<file path="src/core/mcuctl_params.svh">
`ifndef MCUCTL_PARAMS_SVH
`define MCUCTL_PARAMS_SVH

`define MCUCTL_DATA_OFFSET      8'h55
`define MCUCTL_IO_SHIFT         8'h20
`define MCUCTL_IO_OFFSET        6'h35
`define MCUCTL_EXT_IO_BASE      8'h60
`define MCUCTL_RESET_VALUE      8'h00
`define MCUCTL_BIT_DEBUG_OFF    7
`define MCUCTL_BIT_BOD_OFF      6
`define MCUCTL_BIT_BOD_UNLOCK   5
`define MCUCTL_BIT_PULLUP_OFF   4
`define MCUCTL_BIT_VEC_SEL      1
`define MCUCTL_BIT_VEC_UNLOCK   0
`define MCUCTL_IMPL_MASK        8'hF3
`define MCUCTL_WINDOW_CYCLES    3'h4
`define MCUCTL_BOD_DELAY_CYCLES 3'h3
`define MCUCTL_BOD_HOLD_CYCLES  3'h3

`endif

</file>
<file path="src/core/mcuctl_pkg.sv">
package mcuctl_pkg;
    typedef logic [7:0] mcuctl_byte_t;
    typedef logic [2:0] mcuctl_cnt_t;
    typedef enum logic [1:0] {
        MCUCTL_BOD_IDLE  = 2'b00,
        MCUCTL_BOD_DELAY = 2'b01,
        MCUCTL_BOD_HOLD  = 2'b10
    } mcuctl_bod_state_t;
endpackage

</file>
<file path="src/core/mcuctl_top.sv">
`timescale 1ns/1ns
`include "mcuctl_params.svh"

// Summary of operation
// - register at data 0x55, I/O 0x35
// - extended space only via load/store
// - debug port on if fuse and bit zero
// - debug bit changes on repeated write within four
// - sleep-off set by unlock then write sequence
// - sleep-off effective after three, cleared three later
// - sleep with effective bit turns detector off
// - pull-up off bit disables all pull-ups
// - vector select chooses flash or boot start
// - vector select changes after unlock within four
// - unlock clears after four or on select write
// - interrupts blocked during vector change window
// - global interrupt flag left untouched
// - lock bits block interrupts in other section
// - all control bits reset to zero
module mcuctl_top (
    input  wire logic                  clk_i,
    input  wire logic                  rst_n_i,
    input  wire logic [7:0]            data_addr_i,
    input  wire logic                  data_wr_i,
    input  wire logic                  data_rd_i,
    input  wire logic [5:0]            io_addr_i,
    input  wire logic                  io_wr_i,
    input  wire logic                  io_rd_i,
    input  wire mcuctl_pkg::mcuctl_byte_t wdata_i,
    input  wire logic                  instr_done_i,
    input  wire logic                  sleep_exec_i,
    input  wire logic                  wake_i,
    input  wire logic                  debug_port_fuse_i,
    input  wire logic                  application_lock_bit_i,
    input  wire logic                  boot_lock_bit_i,
    input  wire logic                  exec_in_boot_i,
    output mcuctl_pkg::mcuctl_byte_t   rdata_o,
    output logic                       rvalid_o,
    output logic                       debug_port_enable_o,
    output logic                       brownout_detector_off_o,
    output logic                       global_pullup_off_o,
    output logic                       vector_table_select_o,
    output logic                       irq_block_o
);
    import mcuctl_pkg::*;

    mcuctl_byte_t      ctrl_reg;
    mcuctl_byte_t      ctrl_next;
    mcuctl_byte_t      rdata_reg;
    logic              rvalid_reg;
    logic              dbg_pend_val_reg;
    logic              bod_effective_reg;
    logic              bod_off_reg;
    logic              dbg_en_reg;
    logic              pullup_off_reg;
    logic              vsel_reg;
    logic              irq_block_reg;
    logic              post_sel_reg;
    logic              tail_reg;
    mcuctl_bod_state_t bod_state_reg;
    mcuctl_bod_state_t bod_state_next;
    mcuctl_cnt_t       bod_cnt_reg;
    mcuctl_cnt_t       bod_cnt_next;

    wire hit_data = data_wr_i & (data_addr_i == `MCUCTL_DATA_OFFSET);
    // short I/O addresses are 6 bits, so nothing at or above the extended base is reachable there
    wire [7:0] io_as_data = {2'b00, io_addr_i} + `MCUCTL_IO_SHIFT;
    wire io_legal  = (io_as_data < `MCUCTL_EXT_IO_BASE);
    wire hit_io    = io_wr_i & io_legal & (io_addr_i == `MCUCTL_IO_OFFSET);
    wire wr_hit    = hit_data | hit_io;
    wire rd_hit    = (data_rd_i & (data_addr_i == `MCUCTL_DATA_OFFSET))
                   | (io_rd_i & io_legal & (io_addr_i == `MCUCTL_IO_OFFSET));
    wire [7:0] wd  = wdata_i & `MCUCTL_IMPL_MASK;

    // timed windows for debug, sleep-off and vector change
    wire dbg_open;
    wire bod_open;
    wire vec_open;
    wire w_dbg     = wd[`MCUCTL_BIT_DEBUG_OFF];
    wire w_brownout_sleep_off    = wd[`MCUCTL_BIT_BOD_OFF];
    wire w_brownout_sleep_unlock   = wd[`MCUCTL_BIT_BOD_UNLOCK];
    wire w_vector_table_select   = wd[`MCUCTL_BIT_VEC_SEL];
    wire w_vector_change_unlock    = wd[`MCUCTL_BIT_VEC_UNLOCK];
    // writing the value already held arms nothing; the matching second write must land in the window
    wire dbg_arm   = wr_hit & (w_dbg != ctrl_reg[`MCUCTL_BIT_DEBUG_OFF]);
    wire dbg_take  = dbg_arm & dbg_open & (dbg_pend_val_reg == w_dbg);
    wire bod_arm   = wr_hit & w_brownout_sleep_off & w_brownout_sleep_unlock;
    wire bod_set   = wr_hit & bod_open & w_brownout_sleep_off & ~w_brownout_sleep_unlock;
    wire vec_arm   = wr_hit & w_vector_change_unlock;
    wire vec_take  = wr_hit & vec_open & ~w_vector_change_unlock;

    mcuctl_window u_dbg_win (
        .clk_i    (clk_i),
        .rst_n_i  (rst_n_i),
        .arm_i    (dbg_arm & ~dbg_take),
        .cancel_i (dbg_take),
        .open_o   (dbg_open)
    );
    mcuctl_window u_bod_win (
        .clk_i    (clk_i),
        .rst_n_i  (rst_n_i),
        .arm_i    (bod_arm),
        .cancel_i (bod_set),
        .open_o   (bod_open)
    );
    mcuctl_window u_vec_win (
        .clk_i    (clk_i),
        .rst_n_i  (rst_n_i),
        .arm_i    (vec_arm),
        .cancel_i (vec_take),
        .open_o   (vec_open)
    );

    // sleep-off bit: delay before effective, then hold, then hardware clears it
    always_comb begin
        bod_state_next = bod_state_reg;
        bod_cnt_next   = bod_cnt_reg;
        case (bod_state_reg)
            MCUCTL_BOD_IDLE: begin
                if (bod_set) begin
                    bod_state_next = MCUCTL_BOD_DELAY;
                    bod_cnt_next   = `MCUCTL_BOD_DELAY_CYCLES - 3'h1;
                end
            end
            MCUCTL_BOD_DELAY: begin
                if (bod_cnt_reg == 3'h1) begin
                    bod_state_next = MCUCTL_BOD_HOLD;
                    bod_cnt_next   = `MCUCTL_BOD_HOLD_CYCLES;
                end else begin
                    bod_cnt_next = bod_cnt_reg - 3'h1;
                end
            end
            MCUCTL_BOD_HOLD: begin
                if (bod_cnt_reg == 3'h1) begin
                    bod_state_next = MCUCTL_BOD_IDLE;
                    bod_cnt_next   = 3'h0;
                end else begin
                    bod_cnt_next = bod_cnt_reg - 3'h1;
                end
            end
            default: begin
                bod_state_next = MCUCTL_BOD_IDLE;
                bod_cnt_next   = 3'h0;
            end
        endcase
    end

    wire brownout_sleep_off_bit = (bod_state_next != MCUCTL_BOD_IDLE);

    always_comb begin
        ctrl_next = ctrl_reg;
        ctrl_next[`MCUCTL_BIT_BOD_OFF]    = brownout_sleep_off_bit;
        ctrl_next[`MCUCTL_BIT_BOD_UNLOCK] = bod_arm | (bod_open & ~bod_set & ~(wr_hit & ~w_brownout_sleep_unlock));
        ctrl_next[`MCUCTL_BIT_VEC_UNLOCK] = vec_arm | (vec_open & ~vec_take);
        if (wr_hit) begin
            ctrl_next[`MCUCTL_BIT_PULLUP_OFF] = wd[`MCUCTL_BIT_PULLUP_OFF];
        end
        if (dbg_take) begin
            ctrl_next[`MCUCTL_BIT_DEBUG_OFF] = w_dbg;
        end
        if (vec_take) begin
            ctrl_next[`MCUCTL_BIT_VEC_SEL] = w_vector_table_select;
        end
    end

    // block spans unlock, open window, the select write and the instruction after it
    wire blk_vec  = vec_arm | (vec_open & ~vec_take) | vec_take | post_sel_reg;
    wire blk_lock = (ctrl_next[`MCUCTL_BIT_VEC_SEL] & application_lock_bit_i & ~exec_in_boot_i)
                  | (~ctrl_next[`MCUCTL_BIT_VEC_SEL] & boot_lock_bit_i & exec_in_boot_i);

    always_ff @(posedge clk_i or negedge rst_n_i) begin
        if (!rst_n_i) begin
            ctrl_reg          <= `MCUCTL_RESET_VALUE;
            bod_state_reg     <= MCUCTL_BOD_IDLE;
            bod_cnt_reg       <= 3'h0;
            dbg_pend_val_reg  <= 1'b0;
            bod_effective_reg <= 1'b0;
            bod_off_reg       <= 1'b0;
            dbg_en_reg        <= 1'b0;
            pullup_off_reg    <= 1'b0;
            vsel_reg          <= 1'b0;
            irq_block_reg     <= 1'b0;
            post_sel_reg      <= 1'b0;
            tail_reg          <= 1'b0;
            rdata_reg         <= 8'h00;
            rvalid_reg        <= 1'b0;
        end else begin
            ctrl_reg          <= ctrl_next;
            bod_state_reg     <= bod_state_next;
            bod_cnt_reg       <= bod_cnt_next;
            dbg_pend_val_reg  <= dbg_arm ? w_dbg : dbg_pend_val_reg;
            bod_effective_reg <= (bod_state_next == MCUCTL_BOD_HOLD);
            // detector stays off until wake, only if sleep began while effective
            if (sleep_exec_i & bod_effective_reg) begin
                bod_off_reg <= 1'b1;
            end else if (wake_i) begin
                bod_off_reg <= 1'b0;
            end
            dbg_en_reg        <= debug_port_fuse_i & ~ctrl_next[`MCUCTL_BIT_DEBUG_OFF];
            pullup_off_reg    <= ctrl_next[`MCUCTL_BIT_PULLUP_OFF];
            vsel_reg          <= ctrl_next[`MCUCTL_BIT_VEC_SEL];
            // hold the block through the instruction after the select write
            post_sel_reg      <= vec_take | (post_sel_reg & ~tail_reg);
            tail_reg          <= post_sel_reg & instr_done_i;
            irq_block_reg     <= blk_vec | blk_lock;
            // zero when not addressed, so answers of several registers can be or-ed together
            rdata_reg         <= rd_hit ? (ctrl_reg & `MCUCTL_IMPL_MASK) : 8'h00;
            rvalid_reg        <= rd_hit;
        end
    end

    assign rdata_o                 = rdata_reg;
    assign rvalid_o                = rvalid_reg;
    assign debug_port_enable_o     = dbg_en_reg;
    assign brownout_detector_off_o = bod_off_reg;
    assign global_pullup_off_o     = pullup_off_reg;
    assign vector_table_select_o   = vsel_reg;
    assign irq_block_o             = irq_block_reg;
endmodule

</file>
<file path="src/core/mcuctl_window.sv">
`timescale 1ns/1ns
`include "mcuctl_params.svh"

// armed by arm_i, counts down a window of WINDOW_CYCLES cycles; cancel_i closes it early
module mcuctl_window #(
    parameter logic [2:0] WINDOW_CYCLES = `MCUCTL_WINDOW_CYCLES
) (
    input  wire logic clk_i,
    input  wire logic rst_n_i,
    input  wire logic arm_i,
    input  wire logic cancel_i,
    output logic      open_o
);
    import mcuctl_pkg::*;

    mcuctl_cnt_t cnt_reg;
    mcuctl_cnt_t cnt_next;

    // re-arming restarts the full window
    assign cnt_next = arm_i    ? WINDOW_CYCLES :
                      cancel_i ? 3'h0 :
                      (cnt_reg != 3'h0) ? cnt_reg - 3'h1 : 3'h0;
    assign open_o   = (cnt_reg != 3'h0);

    always_ff @(posedge clk_i or negedge rst_n_i) begin
        if (!rst_n_i) begin
            cnt_reg <= 3'h0;
        end else begin
            cnt_reg <= cnt_next;
        end
    end
endmodule

</file>
<file path="config.mk">
export PLATFORM = sky130hd
export DESIGN_NAME = mcuctl_top
export DESIGN_NICKNAME = d
export VERILOG_FILES = /design/src/core/mcuctl_pkg.sv /design/src/core/mcuctl_top.sv /design/src/core/mcuctl_window.sv
export VERILOG_INCLUDE_DIRS = /design/src /design/src/core
export SDC_FILE = /design/constraint.sdc
export NUM_CORES = 1
export LEC_CHECK = 0
export ABC_CLOCK_PERIOD_IN_PS = 3200
export BUFFER_PORTS_ARGS = -buffer_cell sky130_fd_sc_hd__buf_2
export CORE_MARGIN = 4
export CORE_UTILIZATION = 54
export CTS_BUF_LIST = sky130_fd_sc_hd__clkbuf_16
export CTS_CLUSTER_SIZE = 25
export DETAILED_ROUTE_END_ITERATION = 10
export PLACE_DENSITY_LB_ADDON = 0.25
export SYNTH_ARGS = -nofsm -noshare
export SYNTH_HDL_FRONTEND = slang
export SYNTH_HIERARCHICAL = 1
export SYNTH_SLANG_ARGS = --single-unit
</file>
<file path="constraint.sdc">
create_clock -name clk_i -period 3.2 [get_ports clk_i]
set_clock_uncertainty 0.2 [all_clocks]
set_input_delay 0 -clock clk_i [delete_from_list [all_inputs] [get_ports clk_i]]
set_output_delay 0 -clock clk_i [all_outputs]
set_load 0.005 [all_outputs]
</file>
==> results of run 1 <==
-- area by class of cell --
type,count,area (µm²),area share (%)
clock inverters,3,12.5,0.573
clock buffers,5,125,5.73
multi-input cells,104,714,32.7
flip-flops and latches,34,851,38.9
repair buffers,61,390,17.9
inverters,14,52.6,2.41
well taps,31,38.8,1.78
-- metal layers --
metal	part of all wire, %	up-vias	GRT usage [%]
met5	0	-	0
met2	55	41	37.9
met1	37	660	20.7
met3	4.3	14	5.76
li1	-	667	-
met4	3.1	0	10.5
-- cell usage in the layout (no fill, tap or decap), types with 3 or more instances in the layout --
cell type	Yosys	layout
a211oi_2	3	3
a21oi_1	7	7
and2_1	11	11
and3_1	3	3
buf_2	1	44
clkbuf_16	0	5
dfrtp_1	34	34
dlygate4sd3_1	0	17
inv_1	14	15
mux2_2	3	3
nand2_1	13	13
nor2_1	12	12
nor4_1	3	3
o21ai_0	7	7
o21bai_1	4	4
or2b_1	3	3
or3_2	3	3
or3b_1	3	3
-- worst max path at each step --
stage | to | slack, ns | depth (start not counted)
after global routing | irq_block_o | 0.08 | 7
after global placement | irq_block_o | 1.01 | 6
after detailed placement | irq_block_o | 0.95 | 6
after floorplan | irq_block_o | 1.09 | 6
after CTS | irq_block_o | 0.42 | 7
final | irq_block_o | 0.23 | 7
-- stage by stage --
step           instances  hold WS, ns
3_5_place_dp         227      -0.0962
2_1_floorplan        155       -0.496
6_report             252       0.0280
5_1_grt              252       0.0709
4_1_cts              252       0.0351
3_3_place_gp         227       -0.106
-- power breakdown --
part / switching (W) / internal [W]
clock: 0.000164 / 0.000281
combinational: 0.0000674 / 0.0000717
sequential: 0.0000180 / 0.000454
total: 0.000249 / 0.000806
-- timing repair --
item / 4_1_cts / 5_1_grt
setup buffers: 0 / 0
hold endpoints to repair: 54 / 0
hold buffers: 17 / 0
-- kinds of logic after synthesis --
| logic type | share of synthesized area (%) |
|---|---|
| AOI/OAI and AO/OA | 17.2 |
| other | 0.229 |
| xor gates and xnor gates | 0.536 |
| and+or+nand+nor | 21.4 |
| buffers and inverters | 4.44 |
| DFF | 52.1 |
| muxes | 2.68 |
| adders and majority gates | 1.53 |
-- worst register-to-register path: stages, from the launching register on --
cell and delay [ns]:
dfrtp_1 0.41, or3_2 0.50, nor2b_1 0.17, and2_1 0.17
a221oi_1 0.42, a21oi_1 0.13, o311ai_1 0.32, dlygate4sd3_1 0.60
==> results.sh, run 1 <==
export IMPL_status="finished, final reports clean"
export IMPL_fin_crit_sh_pct=92.9
export IMPL_synthDominantAreaCellType="dfrtp_1"
export IMPL_grt_first_pass_wirelength_um=6270
export IMPL_cts_buffers=5
export IMPL_path_delay_family="compound AO/OA/AOI/OAI gates"
export IMPL_n_antenna_cell=0
export IMPL_max_freq_mhz=336
export IMPL_antenna_found_initial=0
export IMPL_vias=1382
export IMPL_postLayoutCoreUtil_pct=77.2
export IMPL_finalPower_w=0.00106
export IMPL_critPathKind="flip-flop to flip-flop"
export IMPL_finalHoldViolCount=0
export IMPL_crit_buf_inv=1
export IMPL_clk_latency_ns=0.27
export IMPL_cts_resized=0
export IMPL_place_ws_ns=0.948
export IMPL_ir_worst_vdd_v=0.000375
export IMPL_drt_wl_total_um=3800
export IMPL_r2r_end="irq_block_o"
export IMPL_start_kind="flip-flop"
export IMPL_p_leak_nw=1.12
export IMPL_drv_slew=0
export IMPL_syn2layout_area_growth_pct=33.7
export IMPL_arrival_ns=2.98
export IMPL_nFillCells=173
export IMPL_fin_ws_ns=0.226
export IMPL_min_period_ns=2.97
export IMPL_ys_types=40
export IMPL_syn_instance_count=154
export IMPL_synthTopCellsByArea="dfrtp_1 (52%), and2_1 (4.2%), inv_1 (3.2%), nand2_1 (3.0%), nor2_1 (2.8%)"
export IMPL_root_buffer="clkbuf_16"
export IMPL_r2r_cells=7
export IMPL_yosysSeqAreaShare_pct=52.1
export IMPL_port_buffers=44
export IMPL_wire_per_inst_um=15.1
export IMPL_r2r_start="u_vec_win/cnt_reg[1]"
export IMPL_holdPathEnd="rdata_o[6]"
export IMPL_r2r_slack_ns=0.23
export IMPL_drc=0
export IMPL_avgSynthCellArea_um2=10.6
export IMPL_ios=49
export IMPL_row_count=19
export IMPL_hold_path_class="input pin to flip-flop"
export IMPL_clk_path_buf_depth=2
export IMPL_initial_core_util_pct=57.8
export IMPL_cap_violations=0
export IMPL_syn_cell_area_um2=1630
export IMPL_cp_slowest_cell="dlygate4sd3_1"
export IMPL_die_w_um=63.0
export IMPL_yosysMostFrequentCell="dfrtp_1"
export IMPL_die_h_um=63.0
export IMPL_worstMarginPinSlew_ns=0.740
export IMPL_grt_total_usage_pct=20.6
export IMPL_dieArea_um2=3970
export IMPL_ys_seq_elements=34
export IMPL_viasPerCell=5.48
export IMPL_grt_pass1_vias=1430
export IMPL_cts_clk_slew_worst_paths_ns=0.05
export IMPL_cp_max_fo=5
export IMPL_grt_remaining_overflow=0
export IMPL_antenna_left=0
export IMPL_yosysTopAreaCellShare_pct=52.1
export IMPL_power_density_nw_per_um2=483
export IMPL_routabilityCongestion=0.825
export IMPL_tns_ns=0
export IMPL_rsz0062_at_grt="false"
export IMPL_cp_end_kind="flip-flop"
export IMPL_worst_hold_path_num_cells=3
export IMPL_synthArstFlopShare_pct=100
export IMPL_synth_ff_type="dfrtp_1"
export IMPL_clock_sinks=34
export IMPL_dp_hpwl_um=2460
export IMPL_relSlewSlack_pct=50.7
export IMPL_nNetsFinal=257
export IMPL_cts_tree="yes"
export IMPL_hp_start="io_rd_i"
export IMPL_placed_area_um2=1880
export IMPL_cpPeakStageDelay_ns=0.60
export IMPL_worstPathCellList="or3_2 -> nor2b_1 -> and2_1 -> a221oi_1 -> a21oi_1 -> o311ai_1 -> dlygate4sd3_1"
export IMPL_htreeDepth=2
export IMPL_yosysWarningCount=6
export IMPL_first_iter_violations=73
export IMPL_drt_pass1_iterations=4
export IMPL_required_ns=3.21
export IMPL_core_um2=2830
export IMPL_fin_area_um2=2180
export IMPL_synth_edf_count=0
export IMPL_finalSetupViolCount=0
export IMPL_critPathLaunch="u_vec_win/cnt_reg[1]"
export IMPL_grt_max_degree=35
export IMPL_drive_gt1_share_pct=28.1
export IMPL_synthTopCellsByCount="dfrtp_1 (34), inv_1 (14), nand2_1 (13)"
No activity file was read; power rests on OpenSTA's default activity.
==> inputs of run 2 (changes only) <==
--- a/config.mk
+++ b/config.mk
@@ -16,5 +16,4 @@
 export PLACE_DENSITY_LB_ADDON = 0.25
 export SYNTH_ARGS = -nofsm -noshare
 export SYNTH_HDL_FRONTEND = slang
-export SYNTH_HIERARCHICAL = 1
 export SYNTH_SLANG_ARGS = --single-unit
==> results.sh, run 2 <==
export IMPL_status="finished, final reports clean"
export IMPL_cp_end_kind="flip-flop"
export IMPL_placed_area_um2=1830
export IMPL_yosysSeqAreaShare_pct=53.4
export IMPL_crit_buf_inv=1
export IMPL_avgSynthCellArea_um2=10.6
export IMPL_htreeDepth=2
export IMPL_syn_instance_count=150
export IMPL_grt_total_usage_pct=19.6
export IMPL_ys_seq_elements=34
export IMPL_cp_max_fo=7
export IMPL_final_cell_mix="buf_2 (44), dfrtp_1 (34), dlygate4sd3_1 (18), nand2_1 (17), inv_1 (14)"
export IMPL_cts_resized=0
export IMPL_nNetsFinal=256
export IMPL_synth_ff_type="dfrtp_1"
export IMPL_viasPerCell=5.35
export IMPL_drt_pass1_iterations=4
export IMPL_wire_per_inst_um=13.9
export IMPL_root_buffer="clkbuf_16"
export IMPL_p_sw_share_pct=25.2
export IMPL_worst_hold_path_num_cells=3
export IMPL_max_freq_mhz=402
export IMPL_port_buffers=44
export IMPL_drive_gt1_share_pct=25.3
export IMPL_first_iter_violations=45
export IMPL_p_sw_w=0.000286
export IMPL_dp_hpwl_um=2350
export IMPL_ios=49
export IMPL_yosysTopAreaCellShare_pct=53.4
export IMPL_synthDominantAreaCellType="dfrtp_1"
export IMPL_synthTopCellsByArea="dfrtp_1 (53%), nand2_1 (4.0%), a21oi_1 (3.8%), o21ai_0 (3.8%), and2_1 (3.1%)"
export IMPL_r2r_end="irq_block_o"
export IMPL_ys_types=34
export IMPL_synthArstFlopShare_pct=100
export IMPL_grt_remaining_overflow=0
export IMPL_ir_worst_vdd_v=0.000462
export IMPL_drt_wl_total_um=3460
export IMPL_relSlewSlack_pct=50.7
export IMPL_grt_pass1_vias=1343
export IMPL_vias=1327
export IMPL_r2r_cells=7
export IMPL_hold_path_class="input pin to flip-flop"
export IMPL_dieArea_um2=3890
export IMPL_finalPower_w=0.00114
export IMPL_postLayoutCoreUtil_pct=77.2
export IMPL_cp_slowest_cell="dlygate4sd3_1"
export IMPL_top_usage_layer="met2"
export IMPL_grt_max_degree=35
export IMPL_clkPwrFrac_pct=37.8
export IMPL_r2r_start="u_vec_win.cnt_reg[0]"
export IMPL_synth_edf_count=0
export IMPL_tns_ns=0
export IMPL_clk_latency_ns=0.27
export IMPL_yosysWarningCount=0
export IMPL_hp_start="data_wr_i"
export IMPL_drv_slew=0
export IMPL_finalHoldViolCount=0
export IMPL_fin_area_um2=2150
export IMPL_drc=0
export IMPL_cpPeakStageDelay_ns=0.57
export IMPL_syn_cell_area_um2=1590
export IMPL_clk_path_buf_depth=2
export IMPL_fin_ws_ns=0.711
export IMPL_met1_usage_pct=22.8
export IMPL_path_delay_family="buffers and inverters"
export IMPL_min_period_ns=2.49
export IMPL_cts_clk_slew_worst_paths_ns=0.05
export IMPL_syn2layout_area_growth_pct=34.7
export IMPL_cts_setup_buffers=0
export IMPL_grt_util_met3_pct=5.23
export IMPL_core_um2=2780
export IMPL_place_ws_ns=1.24
export IMPL_routabilityCongestion=0.855
export IMPL_grt_first_pass_wirelength_um=6090
export IMPL_required_ns=3.21
export IMPL_start_kind="flip-flop"
export IMPL_fin_crit_sh_pct=77.8
export IMPL_finalSetupViolCount=0
export IMPL_clock_sinks=34
export IMPL_synthTopCellsByCount="dfrtp_1 (34), nand2_1 (17), a21oi_1 (12), inv_1 (12), o21ai_0 (12)"
export IMPL_yosysMostFrequentCell="dfrtp_1"
export IMPL_holdPathEnd="u_bod_win.cnt_reg[1]"
export IMPL_globalRouteMet2Util_pct=33.7
export IMPL_p_leak_nw=1.15
export IMPL_rsz0062_at_grt="false"
export IMPL_antenna_left=0
export IMPL_row_count=19
export IMPL_n_antenna_cell=0
export IMPL_cts_hold_buf=18
export IMPL_worstMarginPinSlew_ns=0.739
export IMPL_worstPathCellList="nor2_1 -> ha_1 -> nor3b_1 -> a22o_2 -> mux2i_1 -> o311ai_1 -> dlygate4sd3_1"
export IMPL_nFillCells=200
export IMPL_p_int_w=0.000849
export IMPL_final_common_cell="buf_2"
export IMPL_r2r_slack_ns=0.71
export IMPL_die_w_um=62.3
export IMPL_cts_buffers=5
export IMPL_initial_core_util_pct=57.3
export IMPL_cap_violations=0
export IMPL_cts_tree="yes"
export IMPL_critPathKind="flip-flop to flip-flop"
export IMPL_die_h_um=62.3
export IMPL_power_density_nw_per_um2=529
export IMPL_antenna_found_initial=0
export IMPL_combPwrFrac_pct=16.9
export IMPL_seqPwrFrac_pct=45.3
export IMPL_arrival_ns=2.50
-- run 2: cell type report --
| cell class | count | area [µm²] | area share, % |
|---|---|---|---|
| multi-input cells | 102 | 679 | 31.6 |
| clock inverters | 2 | 7.51 | 0.350 |
| repair buffers | 62 | 400 | 18.6 |
| flip-flops and latches | 34 | 851 | 39.6 |
| well taps | 31 | 38.8 | 1.81 |
| inverters | 12 | 45.0 | 2.10 |
| clock buffers | 5 | 125 | 5.83 |
-- run 2: power by group through the flow --
| stage | logic (W) | clock network (W) | registers (W) |
|---|---|---|---|
| 2_1_floorplan | 0.000112 | 0 | 0.000513 |
| 3_3_place_gp | 0.000163 | 0 | 0.000517 |
| 3_5_place_dp | 0.000174 | 0 | 0.000520 |
| 4_1_cts | 0.000194 | 0.000435 | 0.000514 |
| 5_1_grt | 0.000220 | 0.000460 | 0.000523 |
| 6_report | 0.000192 | 0.000429 | 0.000514 |
-- run 2: stage by stage --
stage	hold WS, ns	std cells
CTS	0.0230	248
finish	0.0174	248
detailed placement	-0.0957	223
floorplan	-0.496	151
global placement	-0.109	223
global route	0.0518	248
-- run 2: worst min-delay path: stages --
cell and delay [ns]:
buf_2 0.12, a22o_4 0.24, a21oi_1 0.09
-- run 2: cell families (layout without fill, tap and decap cells) --
family                     count (synthesis)  in the layout  share of synthesized area (%)
and+or+nand+nor                           53             53                           19.2
AOI/OAI and AO/OA                         39             39                           17.3
DFF                                       34             34                           53.4
buffers and inverters                     15             81                           4.24
adders and majority gates                  4              4                           3.14
muxes                                      3              3                           1.88
other                                      1              2                          0.235
xor gates and xnor gates                   1              1                          0.550
-- run 2: worst max-delay path by stage --
stage                        to  slack [ns]  depth (start not counted)                  from
detailed placement  irq_block_o        1.24                          6  u_vec_win.cnt_reg[0]
global route        irq_block_o        0.47                          7  u_vec_win.cnt_reg[0]
CTS                 irq_block_o        0.71                          7  u_vec_win.cnt_reg[0]
floorplan           irq_block_o        1.42                          6  u_vec_win.cnt_reg[0]
global placement    irq_block_o        1.33                          6  u_vec_win.cnt_reg[0]
finish              irq_block_o        0.71                          7  u_vec_win.cnt_reg[0]
-- run 2: metal layers --
metal  vias to the layer above  share of wire, %
met5                         -                 0
met4                         0               2.1
met3                         9               5.1
met2                        39                54
met1                       625                39
li1                        654                 -
